===== src/hw/scd_pkg.sv =====
// Function
// RULE1: chip select falling starts a new transaction
// RULE2: eight-bit command byte first, MSB first
// RULE3: input bits sampled on serial clock falling edges
// RULE4: output changes on falling edge, modes 00-10
// RULE5: output changes on rising edge in mode 11
// RULE6: chip select high abandons partial bytes
// RULE7: command byte sets 8, 16 or 24 bits
// RULE8: master keeps clock at most 25 MHz, CPOL=CPHA
// RULE9: serial clock may idle low or high
// RULE10: master holds chip select low across all bytes
// RULE11: leading bit 7 is conversion, no extra bytes
// RULE12: leading 01 is setup command with fields
// RULE13: setup mode selection adds one mode byte
// RULE14: leading 001 is averaging command, no extras
// RULE15: 0001XXXX is DAC write plus two bytes
// RULE16: leading 00001 is reset command, no extras
// RULE17: codes 3, 2, 1 are GPIO; 0 no-op
// RULE18: one shared receive path serves all sections
// RULE19: parallel results serialized onto data output
// RULE20: bipolar and temperature results in two's complement
// RULE21: arithmetic unit averages results when enabled
// RULE22: data output high impedance while chip select high
// RULE23: GPIO commands ignored on parts without GPIO
// RULE24: oldest two-byte result shifted out after select falls
// RULE25: command class from highest set bit downward
// RULE26: multi-byte commands act only when complete; setup fields act at the command byte
package scd_pkg;

	// power-up values of the writable control registers
	localparam logic [7:0] SETUP_RESET = 8'h28;
	localparam logic [7:0] AVG_RESET = 8'h00;
	localparam logic [7:0] CONV_RESET = 8'h00;
	localparam logic [7:0] RESET_CTRL_RESET = 8'h00;
	localparam logic [7:0] MODE_REG_RESET = 8'h00;

	// result path
	localparam int RESULT_WIDTH = 16;
	localparam int FIFO_DEPTH = 16;
	localparam logic [11:0] TWOS_FLIP = 12'h800;
	localparam logic [3:0] LEAD_ZEROS = 4'h0;

	// extra bytes that follow each command class
	localparam logic [1:0] EXTRA_SETUP_MODE = 2'h1;
	localparam logic [1:0] EXTRA_DAC = 2'h2;
	localparam logic [1:0] EXTRA_GPIO = 2'h2;

	// input_config codes that address the mode registers, and the external clock mode code
	localparam logic [1:0] CFG_UNIPOLAR = 2'h2;
	localparam logic [1:0] CFG_BIPOLAR = 2'h3;
	localparam logic [1:0] CLOCK_MODE_EXT = 2'h3;

	typedef enum logic [3:0] {
		CMD_NOP, CMD_GPIO_READ, CMD_GPIO_WRITE, CMD_GPIO_CONFIG, CMD_UNDEFINED,
		CMD_RESET, CMD_DAC, CMD_AVERAGE, CMD_SETUP, CMD_CONVERT
	} scd_cmd_t;

	typedef struct packed {
		logic lead;
		logic [3:0] channel;
		logic [1:0] scan_mode;
		logic temp_request;
	} scd_conv_t;

	typedef struct packed {
		logic [1:0] lead;
		logic [1:0] clock_mode;
		logic [1:0] reference_mode;
		logic [1:0] input_config;
	} scd_setup_t;

	typedef struct packed {
		logic [2:0] lead;
		logic average_enable;
		logic [1:0] average_count;
		logic [1:0] scan_repeat;
	} scd_avg_t;

	typedef struct packed {
		logic [4:0] lead;
		logic reset_request;
		logic slow_mode;
		logic bandgap_force_on;
	} scd_rst_t;

	typedef struct packed {
		logic twos_format;
		logic temperature;
		logic [11:0] code;
	} scd_result_t;

	typedef struct packed {
		scd_cmd_t op;
		logic [7:0] first;
		logic [7:0] second;
	} scd_gpio_t;

endpackage


===== src/hw/scd_decoder.sv =====
`timescale 1ns/1ps

module scd_fifo #(
	parameter int WIDTH = 16,
	parameter int DEPTH = 16
) (
	// clock and reset
	input wire logic ref_clk,
	input wire logic reset,
	// fill side
	input wire logic in_valid,
	output logic in_ready,
	input wire logic [WIDTH-1:0] in_data,
	// drain side
	output logic out_valid,
	input wire logic out_ready,
	output logic [WIDTH-1:0] out_data
);
	localparam int AW = $clog2(DEPTH);

	logic [WIDTH-1:0] mem [DEPTH];
	logic [AW-1:0] wr_ptr_reg;
	logic [AW-1:0] rd_ptr_reg;
	logic [AW:0] count_reg;
	logic push;
	logic pop;

	assign in_ready = (count_reg != (AW+1)'(DEPTH));
	assign out_valid = (count_reg != '0);
	assign out_data = mem[rd_ptr_reg];
	assign push = in_valid && in_ready;
	assign pop = out_valid && out_ready;

	always_ff @(posedge ref_clk) begin
		if (push) begin
			mem[wr_ptr_reg] <= in_data;
		end
	end

	always_ff @(posedge ref_clk) begin
		if (reset) begin
			wr_ptr_reg <= '0;
			rd_ptr_reg <= '0;
			count_reg <= '0;
		end else begin
			if (push) begin
				wr_ptr_reg <= (wr_ptr_reg == AW'(DEPTH - 1)) ? '0 : wr_ptr_reg + 1'b1;
			end
			if (pop) begin
				rd_ptr_reg <= (rd_ptr_reg == AW'(DEPTH - 1)) ? '0 : rd_ptr_reg + 1'b1;
			end
			if (push && !pop) begin
				count_reg <= count_reg + 1'b1;
			end else if (pop && !push) begin
				count_reg <= count_reg - 1'b1;
			end
		end
	end
endmodule // scd_fifo

module scd_decoder (
	// clock and reset
	input wire logic ref_clk,
	input wire logic reset,
	// serial pins
	input wire logic cs_n,
	input wire logic sclk,
	input wire logic din,
	output logic dout,
	output logic dout_oe_n,
	// part options
	input wire logic gpio_present,
	// results from the converter
	input wire logic result_valid,
	output logic result_ready,
	input wire scd_pkg::scd_result_t result_data,
	// control registers
	output scd_pkg::scd_conv_t conversion_request_reg,
	output logic conversion_strobe_reg,
	output scd_pkg::scd_setup_t setup_control_reg,
	output scd_pkg::scd_avg_t averaging_control_reg,
	output scd_pkg::scd_rst_t reset_control_reg,
	output logic chip_reset_strobe_reg,
	output logic [7:0] unipolar_mode_reg,
	output logic [7:0] bipolar_mode_reg,
	// dac write
	output logic dac_write_strobe_reg,
	output logic [7:0] dac_select_reg,
	output logic [7:0] dac_value_reg,
	// gpio command
	output logic gpio_strobe_reg,
	output scd_pkg::scd_gpio_t gpio_command_reg
);
	localparam int RESULT_W = scd_pkg::RESULT_WIDTH;

	typedef enum logic [1:0] {ST_IDLE, ST_CMD, ST_DATA, ST_DONE} scd_state_t;

	// two-stage synchronisers; stage one feeds stage two only
	logic cs_s1_reg, cs_s2_reg, cs_q_reg;
	logic sclk_s1_reg, sclk_s2_reg, sclk_q_reg;
	logic din_s1_reg, din_s2_reg;

	scd_state_t state_reg;
	logic [2:0] bit_cnt_reg;
	logic [6:0] rx_shift_reg;
	logic [7:0] cmd_byte_reg;
	scd_pkg::scd_cmd_t cmd_class_reg;
	logic [1:0] need_reg;
	logic [1:0] data_cnt_reg;
	logic [7:0] data0_reg;
	logic [RESULT_W-1:0] tx_shift_reg;
	logic cs_fall, sclk_fall, sclk_rise;
	logic [7:0] rx_full;
	logic byte_done, cmd_done, multi_done;
	scd_pkg::scd_cmd_t rx_class;
	logic [1:0] rx_extra;
	scd_pkg::scd_setup_t rx_setup;
	logic tx_advance;

	// fifo and averaging
	logic fifo_in_valid, fifo_in_ready, fifo_out_valid;
	logic [RESULT_W-1:0] fifo_in_data, fifo_out_data;
	logic [15:0] avg_acc_reg;
	logic [3:0] avg_cnt_reg;
	logic avg_active, avg_last, res_take, res_plain;
	logic [15:0] avg_sum;
	logic [11:0] out_code;
	logic [4:0] avg_samples;

	always_ff @(posedge ref_clk) begin
		if (reset) begin
			cs_s1_reg <= 1'b1;
			cs_s2_reg <= 1'b1;
			cs_q_reg <= 1'b1;
			sclk_s1_reg <= 1'b0;
			sclk_s2_reg <= 1'b0;
			sclk_q_reg <= 1'b0;
			din_s1_reg <= 1'b0;
			din_s2_reg <= 1'b0;
		end else begin
			cs_s1_reg <= cs_n;
			cs_s2_reg <= cs_s1_reg;
			cs_q_reg <= cs_s2_reg;
			sclk_s1_reg <= sclk;
			sclk_s2_reg <= sclk_s1_reg;
			sclk_q_reg <= sclk_s2_reg;
			din_s1_reg <= din;
			din_s2_reg <= din_s1_reg;
		end
	end

	// edges seen in either idle polarity; input works at CPOL=CPHA=0 and 1, output at 0 in clock modes 00-10 and at 1 in mode 11
	assign cs_fall = cs_q_reg && !cs_s2_reg; // RULE1
	assign sclk_fall = sclk_q_reg && !sclk_s2_reg && !cs_s2_reg; // RULE9
	assign sclk_rise = !sclk_q_reg && sclk_s2_reg && !cs_s2_reg;
	assign rx_full = {rx_shift_reg, din_s2_reg}; // RULE2
	assign byte_done = sclk_fall && (bit_cnt_reg == 3'h7) &&
		(state_reg == ST_CMD || state_reg == ST_DATA);
	assign cmd_done = byte_done && (state_reg == ST_CMD);
	assign multi_done = byte_done && (state_reg == ST_DATA) && (data_cnt_reg == need_reg - 2'h1);
	assign rx_setup = scd_pkg::scd_setup_t'(rx_full);

	// class by highest set bit, scanned from bit 7 down
	always_comb begin
		rx_class = scd_pkg::CMD_NOP; // RULE25
		if (rx_full[7]) begin
			rx_class = scd_pkg::CMD_CONVERT; // RULE11
		end else if (rx_full[6]) begin
			rx_class = scd_pkg::CMD_SETUP; // RULE12
		end else if (rx_full[5]) begin
			rx_class = scd_pkg::CMD_AVERAGE; // RULE14
		end else if (rx_full[4]) begin
			rx_class = scd_pkg::CMD_DAC; // RULE15
		end else if (rx_full[3]) begin
			rx_class = scd_pkg::CMD_RESET; // RULE16
		end else if (rx_full[2]) begin
			rx_class = scd_pkg::CMD_UNDEFINED;
		end else begin
			unique case (rx_full[1:0]) // RULE17
				2'h3: rx_class = scd_pkg::CMD_GPIO_CONFIG;
				2'h2: rx_class = scd_pkg::CMD_GPIO_WRITE;
				2'h1: rx_class = scd_pkg::CMD_GPIO_READ;
				2'h0: rx_class = scd_pkg::CMD_NOP;
			endcase
		end
	end

	// length of the whole transaction follows from the class and, for setup, the input config
	always_comb begin
		rx_extra = 2'h0; // RULE7
		if (rx_class == scd_pkg::CMD_SETUP && (rx_setup.input_config == scd_pkg::CFG_UNIPOLAR ||
				rx_setup.input_config == scd_pkg::CFG_BIPOLAR)) begin
			rx_extra = scd_pkg::EXTRA_SETUP_MODE; // RULE13
		end else if (rx_class == scd_pkg::CMD_DAC) begin
			rx_extra = scd_pkg::EXTRA_DAC; // RULE15
		end else if (rx_class == scd_pkg::CMD_GPIO_CONFIG || rx_class == scd_pkg::CMD_GPIO_WRITE ||
				rx_class == scd_pkg::CMD_GPIO_READ) begin
			rx_extra = scd_pkg::EXTRA_GPIO;
		end
	end

	// single receive path shared by converter, dac and gpio
	always_ff @(posedge ref_clk) begin
		if (reset || cs_s2_reg) begin
			state_reg <= ST_IDLE; // RULE6
			bit_cnt_reg <= 3'h0;
			rx_shift_reg <= 7'h00;
			data_cnt_reg <= 2'h0;
		end else begin
			if (sclk_fall && state_reg != ST_IDLE && state_reg != ST_DONE) begin
				bit_cnt_reg <= bit_cnt_reg + 3'h1; // RULE3
				rx_shift_reg <= rx_full[6:0];
			end
			unique case (state_reg) // RULE18
				ST_IDLE: begin
					if (cs_fall) begin
						state_reg <= ST_CMD;
					end
				end
				ST_CMD: begin
					if (cmd_done) begin
						state_reg <= (rx_extra == 2'h0) ? ST_DONE : ST_DATA;
					end
				end
				ST_DATA: begin
					if (byte_done) begin
						data_cnt_reg <= data_cnt_reg + 2'h1;
						if (multi_done) begin
							state_reg <= ST_DONE;
						end
					end
				end
				ST_DONE: begin
					state_reg <= ST_DONE;
				end
			endcase
		end
	end

	always_ff @(posedge ref_clk) begin
		if (reset) begin
			cmd_byte_reg <= 8'h00;
			cmd_class_reg <= scd_pkg::CMD_NOP;
			need_reg <= 2'h0;
			data0_reg <= 8'h00;
		end else begin
			if (cmd_done) begin
				cmd_byte_reg <= rx_full;
				cmd_class_reg <= rx_class;
				need_reg <= rx_extra;
			end
			if (byte_done && state_reg == ST_DATA && data_cnt_reg == 2'h0) begin
				data0_reg <= rx_full;
			end
		end
	end

	// single-byte commands and the setup byte act at the command byte; extra bytes only when complete
	always_ff @(posedge ref_clk) begin
		if (reset) begin
			conversion_request_reg <= scd_pkg::scd_conv_t'(scd_pkg::CONV_RESET);
			setup_control_reg <= scd_pkg::scd_setup_t'(scd_pkg::SETUP_RESET);
			averaging_control_reg <= scd_pkg::scd_avg_t'(scd_pkg::AVG_RESET);
			reset_control_reg <= scd_pkg::scd_rst_t'(scd_pkg::RESET_CTRL_RESET);
			conversion_strobe_reg <= 1'b0;
			chip_reset_strobe_reg <= 1'b0;
		end else begin
			conversion_strobe_reg <= 1'b0;
			chip_reset_strobe_reg <= 1'b0;
			if (cmd_done) begin
				unique case (rx_class)
					scd_pkg::CMD_CONVERT: begin
						conversion_request_reg <= scd_pkg::scd_conv_t'(rx_full); // RULE11
						conversion_strobe_reg <= 1'b1;
					end
					scd_pkg::CMD_SETUP: begin
						setup_control_reg <= rx_setup; // RULE12
					end
					scd_pkg::CMD_AVERAGE: begin
						averaging_control_reg <= scd_pkg::scd_avg_t'(rx_full); // RULE14
					end
					scd_pkg::CMD_RESET: begin
						reset_control_reg <= scd_pkg::scd_rst_t'(rx_full); // RULE16
						if (rx_full[2]) begin
							// a reset request restores the power-up conversion, setup and averaging values
							chip_reset_strobe_reg <= 1'b1;
							conversion_request_reg <= scd_pkg::scd_conv_t'(scd_pkg::CONV_RESET);
							setup_control_reg <= scd_pkg::scd_setup_t'(scd_pkg::SETUP_RESET);
							averaging_control_reg <= scd_pkg::scd_avg_t'(scd_pkg::AVG_RESET);
						end
					end
					default: begin
					end
				endcase
			end
		end
	end

	always_ff @(posedge ref_clk) begin
		if (reset) begin
			unipolar_mode_reg <= scd_pkg::MODE_REG_RESET;
			bipolar_mode_reg <= scd_pkg::MODE_REG_RESET;
			dac_write_strobe_reg <= 1'b0;
			dac_select_reg <= 8'h00;
			dac_value_reg <= 8'h00;
			gpio_strobe_reg <= 1'b0;
			gpio_command_reg <= '0;
		end else begin
			dac_write_strobe_reg <= 1'b0;
			gpio_strobe_reg <= 1'b0;
			if (multi_done) begin // RULE26
				unique case (cmd_class_reg)
					scd_pkg::CMD_SETUP: begin
						if (cmd_byte_reg[1:0] == scd_pkg::CFG_BIPOLAR) begin
							bipolar_mode_reg <= rx_full; // RULE13
						end else begin
							unipolar_mode_reg <= rx_full;
						end
					end
					scd_pkg::CMD_DAC: begin
						dac_select_reg <= data0_reg; // RULE15
						dac_value_reg <= rx_full;
						dac_write_strobe_reg <= 1'b1;
					end
					scd_pkg::CMD_GPIO_CONFIG, scd_pkg::CMD_GPIO_WRITE,
					scd_pkg::CMD_GPIO_READ: begin
						if (gpio_present) begin // RULE23
							gpio_command_reg <= '{op: cmd_class_reg, first: data0_reg,
								second: rx_full};
							gpio_strobe_reg <= 1'b1;
						end
					end
					default: begin
					end
				endcase
			end
		end
	end

	// averaging unit; temperature results and clock mode 11 bypass it
	assign avg_active = averaging_control_reg.average_enable &&
		(setup_control_reg.clock_mode != scd_pkg::CLOCK_MODE_EXT);
	assign avg_samples = 5'h1 << (3'(averaging_control_reg.average_count) + 3'h1); // 5 bits: 16
	assign avg_last = (avg_cnt_reg == 4'(avg_samples - 5'h1));
	assign res_plain = !avg_active || result_data.temperature;
	assign avg_sum = avg_acc_reg + {4'h0, result_data.code};
	assign fifo_in_valid = result_valid && (res_plain || avg_last);
	assign result_ready = fifo_in_ready || (!res_plain && !avg_last);
	assign res_take = result_valid && result_ready;

	always_comb begin
		out_code = result_data.code;
		if (!res_plain) begin
			out_code = 12'(avg_sum >> (3'(averaging_control_reg.average_count) + 3'h1)); // RULE21
		end
		if (result_data.twos_format) begin
			out_code = out_code ^ scd_pkg::TWOS_FLIP; // RULE20
		end
		fifo_in_data = {scd_pkg::LEAD_ZEROS, out_code};
	end

	always_ff @(posedge ref_clk) begin
		if (reset || chip_reset_strobe_reg) begin
			avg_acc_reg <= 16'h0000;
			avg_cnt_reg <= 4'h0;
		end else if (res_take && !res_plain) begin
			avg_acc_reg <= avg_last ? 16'h0000 : avg_sum; // RULE21
			avg_cnt_reg <= avg_last ? 4'h0 : avg_cnt_reg + 4'h1;
		end
	end

	// result store; a full store stalls the converter rather than overwrite
	scd_fifo #(
		.WIDTH(RESULT_W),
		.DEPTH(scd_pkg::FIFO_DEPTH)
	) u_fifo (
		.ref_clk(ref_clk),
		.reset(reset),
		.in_valid(fifo_in_valid),
		.in_ready(fifo_in_ready),
		.in_data(fifo_in_data),
		.out_valid(fifo_out_valid),
		.out_ready(cs_fall),
		.out_data(fifo_out_data)
	);

	// output shifter; bits past the first two bytes read as zero
	assign tx_advance = (setup_control_reg.clock_mode == scd_pkg::CLOCK_MODE_EXT) ?
		sclk_rise : sclk_fall; // RULE5

	always_ff @(posedge ref_clk) begin
		if (reset) begin
			tx_shift_reg <= '0;
		end else if (cs_fall) begin
			tx_shift_reg <= fifo_out_valid ? fifo_out_data : '0; // RULE24
		end else if (tx_advance) begin
			tx_shift_reg <= {tx_shift_reg[RESULT_W-2:0], 1'b0}; // RULE4 RULE19
		end
	end

	assign dout = tx_shift_reg[RESULT_W-1];
	assign dout_oe_n = cs_s2_reg; // RULE22

endmodule // scd_decoder


===== config.mk =====
export PLATFORM = sky130hd
export DESIGN_NAME = scd_decoder
export DESIGN_NICKNAME = d
export VERILOG_FILES = /design/src/hw/scd_pkg.sv /design/src/hw/scd_decoder.sv
export SDC_FILE = /design/constraint.sdc
export NUM_CORES = 1
export LEC_CHECK = 0
export BUFFER_PORTS_ARGS = -buffer_cell sky130_fd_sc_hd__buf_2
export CORE_ASPECT_RATIO = 0.5
export CORE_MARGIN = 10
export CORE_UTILIZATION = 23
export CTS_CLUSTER_DIAMETER = 30
export CTS_CLUSTER_SIZE = 14
export DETAILED_ROUTE_END_ITERATION = 8
export SETUP_SLACK_MARGIN = 0.02
export SLEW_MARGIN = 20
export SYNTH_ARGS = -nofsm -noshare
export SYNTH_HDL_FRONTEND = slang
export SYNTH_SLANG_ARGS = --single-unit
export TNS_END_PERCENT = 5

===== constraint.sdc =====
create_clock -name ref_clk -period 4.67 [get_ports ref_clk]
set_input_delay 0.2335 -clock ref_clk [delete_from_list [all_inputs] [get_ports ref_clk]]
set_output_delay 0.2335 -clock ref_clk [all_outputs]
set_load 0.05 [all_outputs]

==> impl_metrics.json <==
{
  "clkSlewWorstSetupHoldPaths_ns": 0.05,
  "grt_max_degree": 92,
  "ys_seq_area_share_pct": 60.6,
  "yosys.cell_types.count": 70,
  "drcViolationCount": 0,
  "intPower_mw": 7.06,
  "grt_first_pass_wirelength_microns": 59000,
  "ys_async_sr_fraction_pct": 0,
  "drt-total-wl_microns": 37900,
  "syn_avg_cell_area_sq_um": 13.0,
  "pin_count": 112,
  "worst_ep_arrival_time_ns": 4.32,
  "syn_inst": 1190,
  "grtUsageMet3_pct": 2.00,
  "ant_nets": 0,
  "grtUsageMet1_pct": 11.3,
  "grtUsageTotal_pct": 9.48,
  "ys_warn_count": 0,
  "cts_setup_buffers": 0,
  "ys_ff_latch": 371,
  "antenna_found_initial": 0,
  "drive_gt1_share_pct": 25.4,
  "clk_latency_ns": 0.58,
  "final_common_cell": "edfxtp_1",
  "final_nets": 1383,
  "hp-start": "result_data[0]",
  "synth_ff_type": "edfxtp_1",
  "relSlewSlack_pct": 31.0,
  "nFillCells": 6690,
  "final.period_utilization_pct": 81.7,
  "dr.pass1.iters": 5,
  "cts_root_buf": "clkbuf_16",
  "num_rows": 67,
  "die_area_sq_um": 78500,
  "p_sw_share_pct": 23.0,
  "p_switching_mw": 2.11,
  "register_area_sq_um": 9350,
  "io_buffer_count": 111,
  "core-area_sq_um": 66600,
  "maxCapViolCount": 0,
  "post_cts_resized": 0,
  "fin_crit_ns": 3.82,
  "hold_ws_ns": 0.0576,
  "grt.overflow.total": 0,
  "final_cell_mix": "edfxtp_1, dfxtp_1, nor2_1",
  "die_height_microns": 203,
  "vdd_drop_max_v": 0.000278,
  "path_class": "flop to flop",
  "finalSetupTns_ns": 0,
  "crit_fanout": 15,
  "max_freq_ghz": 0.262,
  "hold_viol": 0,
  "placed_area_sq_um": 17100,
  "dp_hpwl_microns": 24500,
  "top_usage_layer": "met2",
  "end_kind": "flop",
  "finalInstanceArea_sq_um": 19500,
  "p_per_area_nw_per_um2": 471,
  "comb_power_share_pct": 6.3,
  "synth-edff-count": 192,
  "synth_area_sq_um": 15400,
  "cts_tree": "built",
  "leakage_nw": 7.07,
  "area_delta_synth_final_pct": 26.2,
  "startpoint": "averaging_control_reg[3]$_SDFFE_PP0P_",
  "worstHoldPathType": "input pin to flop",
  "dr_total_vias": 10100,
  "first_global_vias": 10000,
  "die-width_microns": 386,
  "antenna_cells": 0,
  "start_kind": "flop",
  "synth_nets": 1242,
  "largest_reg_flops": 192,
  "htree_levels": 3,
  "viasPerCell": 4.41,
  "drt_iter0_markers": 689,
  "cts_made_buffers": 66,
  "clock_power_share_pct": 54.5,
  "wl_per_cell_microns": 16.6,
  "start_util_pct": 23.1,
  "slew_violations": 0,
  "clk_path_buf_depth": 3,
  "r2r-start": "averaging_control_reg[3]$_SDFFE_PP0P_",
  "crit_required_ns": 5.17,
  "dpl.cell_count": 2156,
  "seq_power_share_pct": 39.2,
  "status": "finished clean",
  "gp_congestion": 0.811,
  "use_met2_pct": 16.5,
  "setup_viol": 0,
  "finalNonFillerCells": 2281,
  "multi_input_area_sq_um": 5770,
  "skew_ns": 0.0259,
  "tightest_slew_ns": 1.03,
  "rsz0062_at_grt": "false",
  "clock-sinks": 371
}
metrics by stage:
step	total power, mW	utilization (%)	worst slack, ns
6_report	9.17	29.2	0.852
5_1_grt	9.50	29.2	0.375
4_1_cts	9.27	29.2	0.825
3_5_place_dp	4.24	25.6	0.854
3_3_place_gp	4.23	25.6	0.888
2_1_floorplan	4.06	-	0.991
cells by family (layout without fill, tap and decap cells):
family                     after synthesis  after routing  synth area share [%]
AOI/OAI and AO/OA                      176            176                  7.91
xor gates and xnor gates                22             22                  1.25
adders and majority gates               31             31                  2.61
buffers and inverters                   90            284                  2.31
DFF                                    371            371                  60.6
muxes                                  148            148                  14.9
and+or+nand+nor                        352            352                  10.4
metal layers:
layer	vias to the layer above	wire (microns)
met1	5036	16000
met3	74	1550
met5	-	0
li1	4748	-
met4	0	1130
met2	204	19200
final timing paths:
path                                            to  slack, ns  cells past startpoint
hold reg to reg               dout_oe_n$_SDFF_PP1_       0.41                      1
setup reg to reg  u_fifo.count_reg[4]$_SDFFE_PP0P_       0.85                     14
setup / recovery  u_fifo.count_reg[4]$_SDFFE_PP0P_       0.85                     14
hold / removal         avg_acc_reg[0]$_SDFFE_PP0P_       0.06                      4
timing repair:
action                                  4_1_cts  5_1_grt
hold endpoints to repair                      3        0
endpoints found under the setup margin        0        0
hold buffers                                  3        0
critical path, cell delays in order, from the launching register on:
cell and delay [ns]:
dfxtp_1 0.41, buf_4 0.24, nor2b_1 0.28, a21oi_1 0.11, o211a_1 0.25, o31ai_1 0.47
and2_1 0.34, ha_1 0.23, inv_1 0.10, fa_1 0.41, a21o_1 0.17, a21oi_1 0.17
xnor2_1 0.09, or3_1 0.30, a21oi_1 0.15
area by class of cell:
type	count	area share (%)
well taps	897	5.76
repair buffers	142	4.16
flip-flops and latches	371	48.0
clock buffers	77	9.12
inverters	21	0.405
clock inverters	44	2.88
multi-input cells	729	29.6
synth_stat cells (all sizes together) (5+ instances only):
library cell    n  area (sq um)
a21o            8          60.1
xor2            9          78.8
nand2          67           251
a31oi           6          37.5
and2           10          62.6
edfxtp        192          5770
o21bai          5          37.5
ha             29           363
a22oi          18           135
mux2            8          90.1
a211oi          8          72.6
inv            20          75.1
buf            20          93.9
o21ai          20           100
a311oi          5          43.8
or3             5          36.3
a21oi          58           294
nand3          22           110
mux4           64          1440
nor3           22           110
xnor2          13           114
clkbuf         49           184
dfxtp         179          3580
or2             7          43.8
a221oi         13           126
nor2b          18           113
nand2b          8          50.1
o2111ai         5          43.8
mux2i          76           761
nand4           7          43.8
nor3b           5          42.5
nor4            6          37.5
nor2          162           611
power groups by stage:
stage          clock network (mW)  logic, mW  registers (mW)
6_report                     5.00      0.581            3.59
5_1_grt                      5.26      0.646            3.60
4_1_cts                      5.09      0.566            3.61
3_5_place_dp                    0      0.563            3.67
3_3_place_gp                    0      0.560            3.67
2_1_floorplan                   0      0.442            3.62
(Power assumes the default switching activity.)
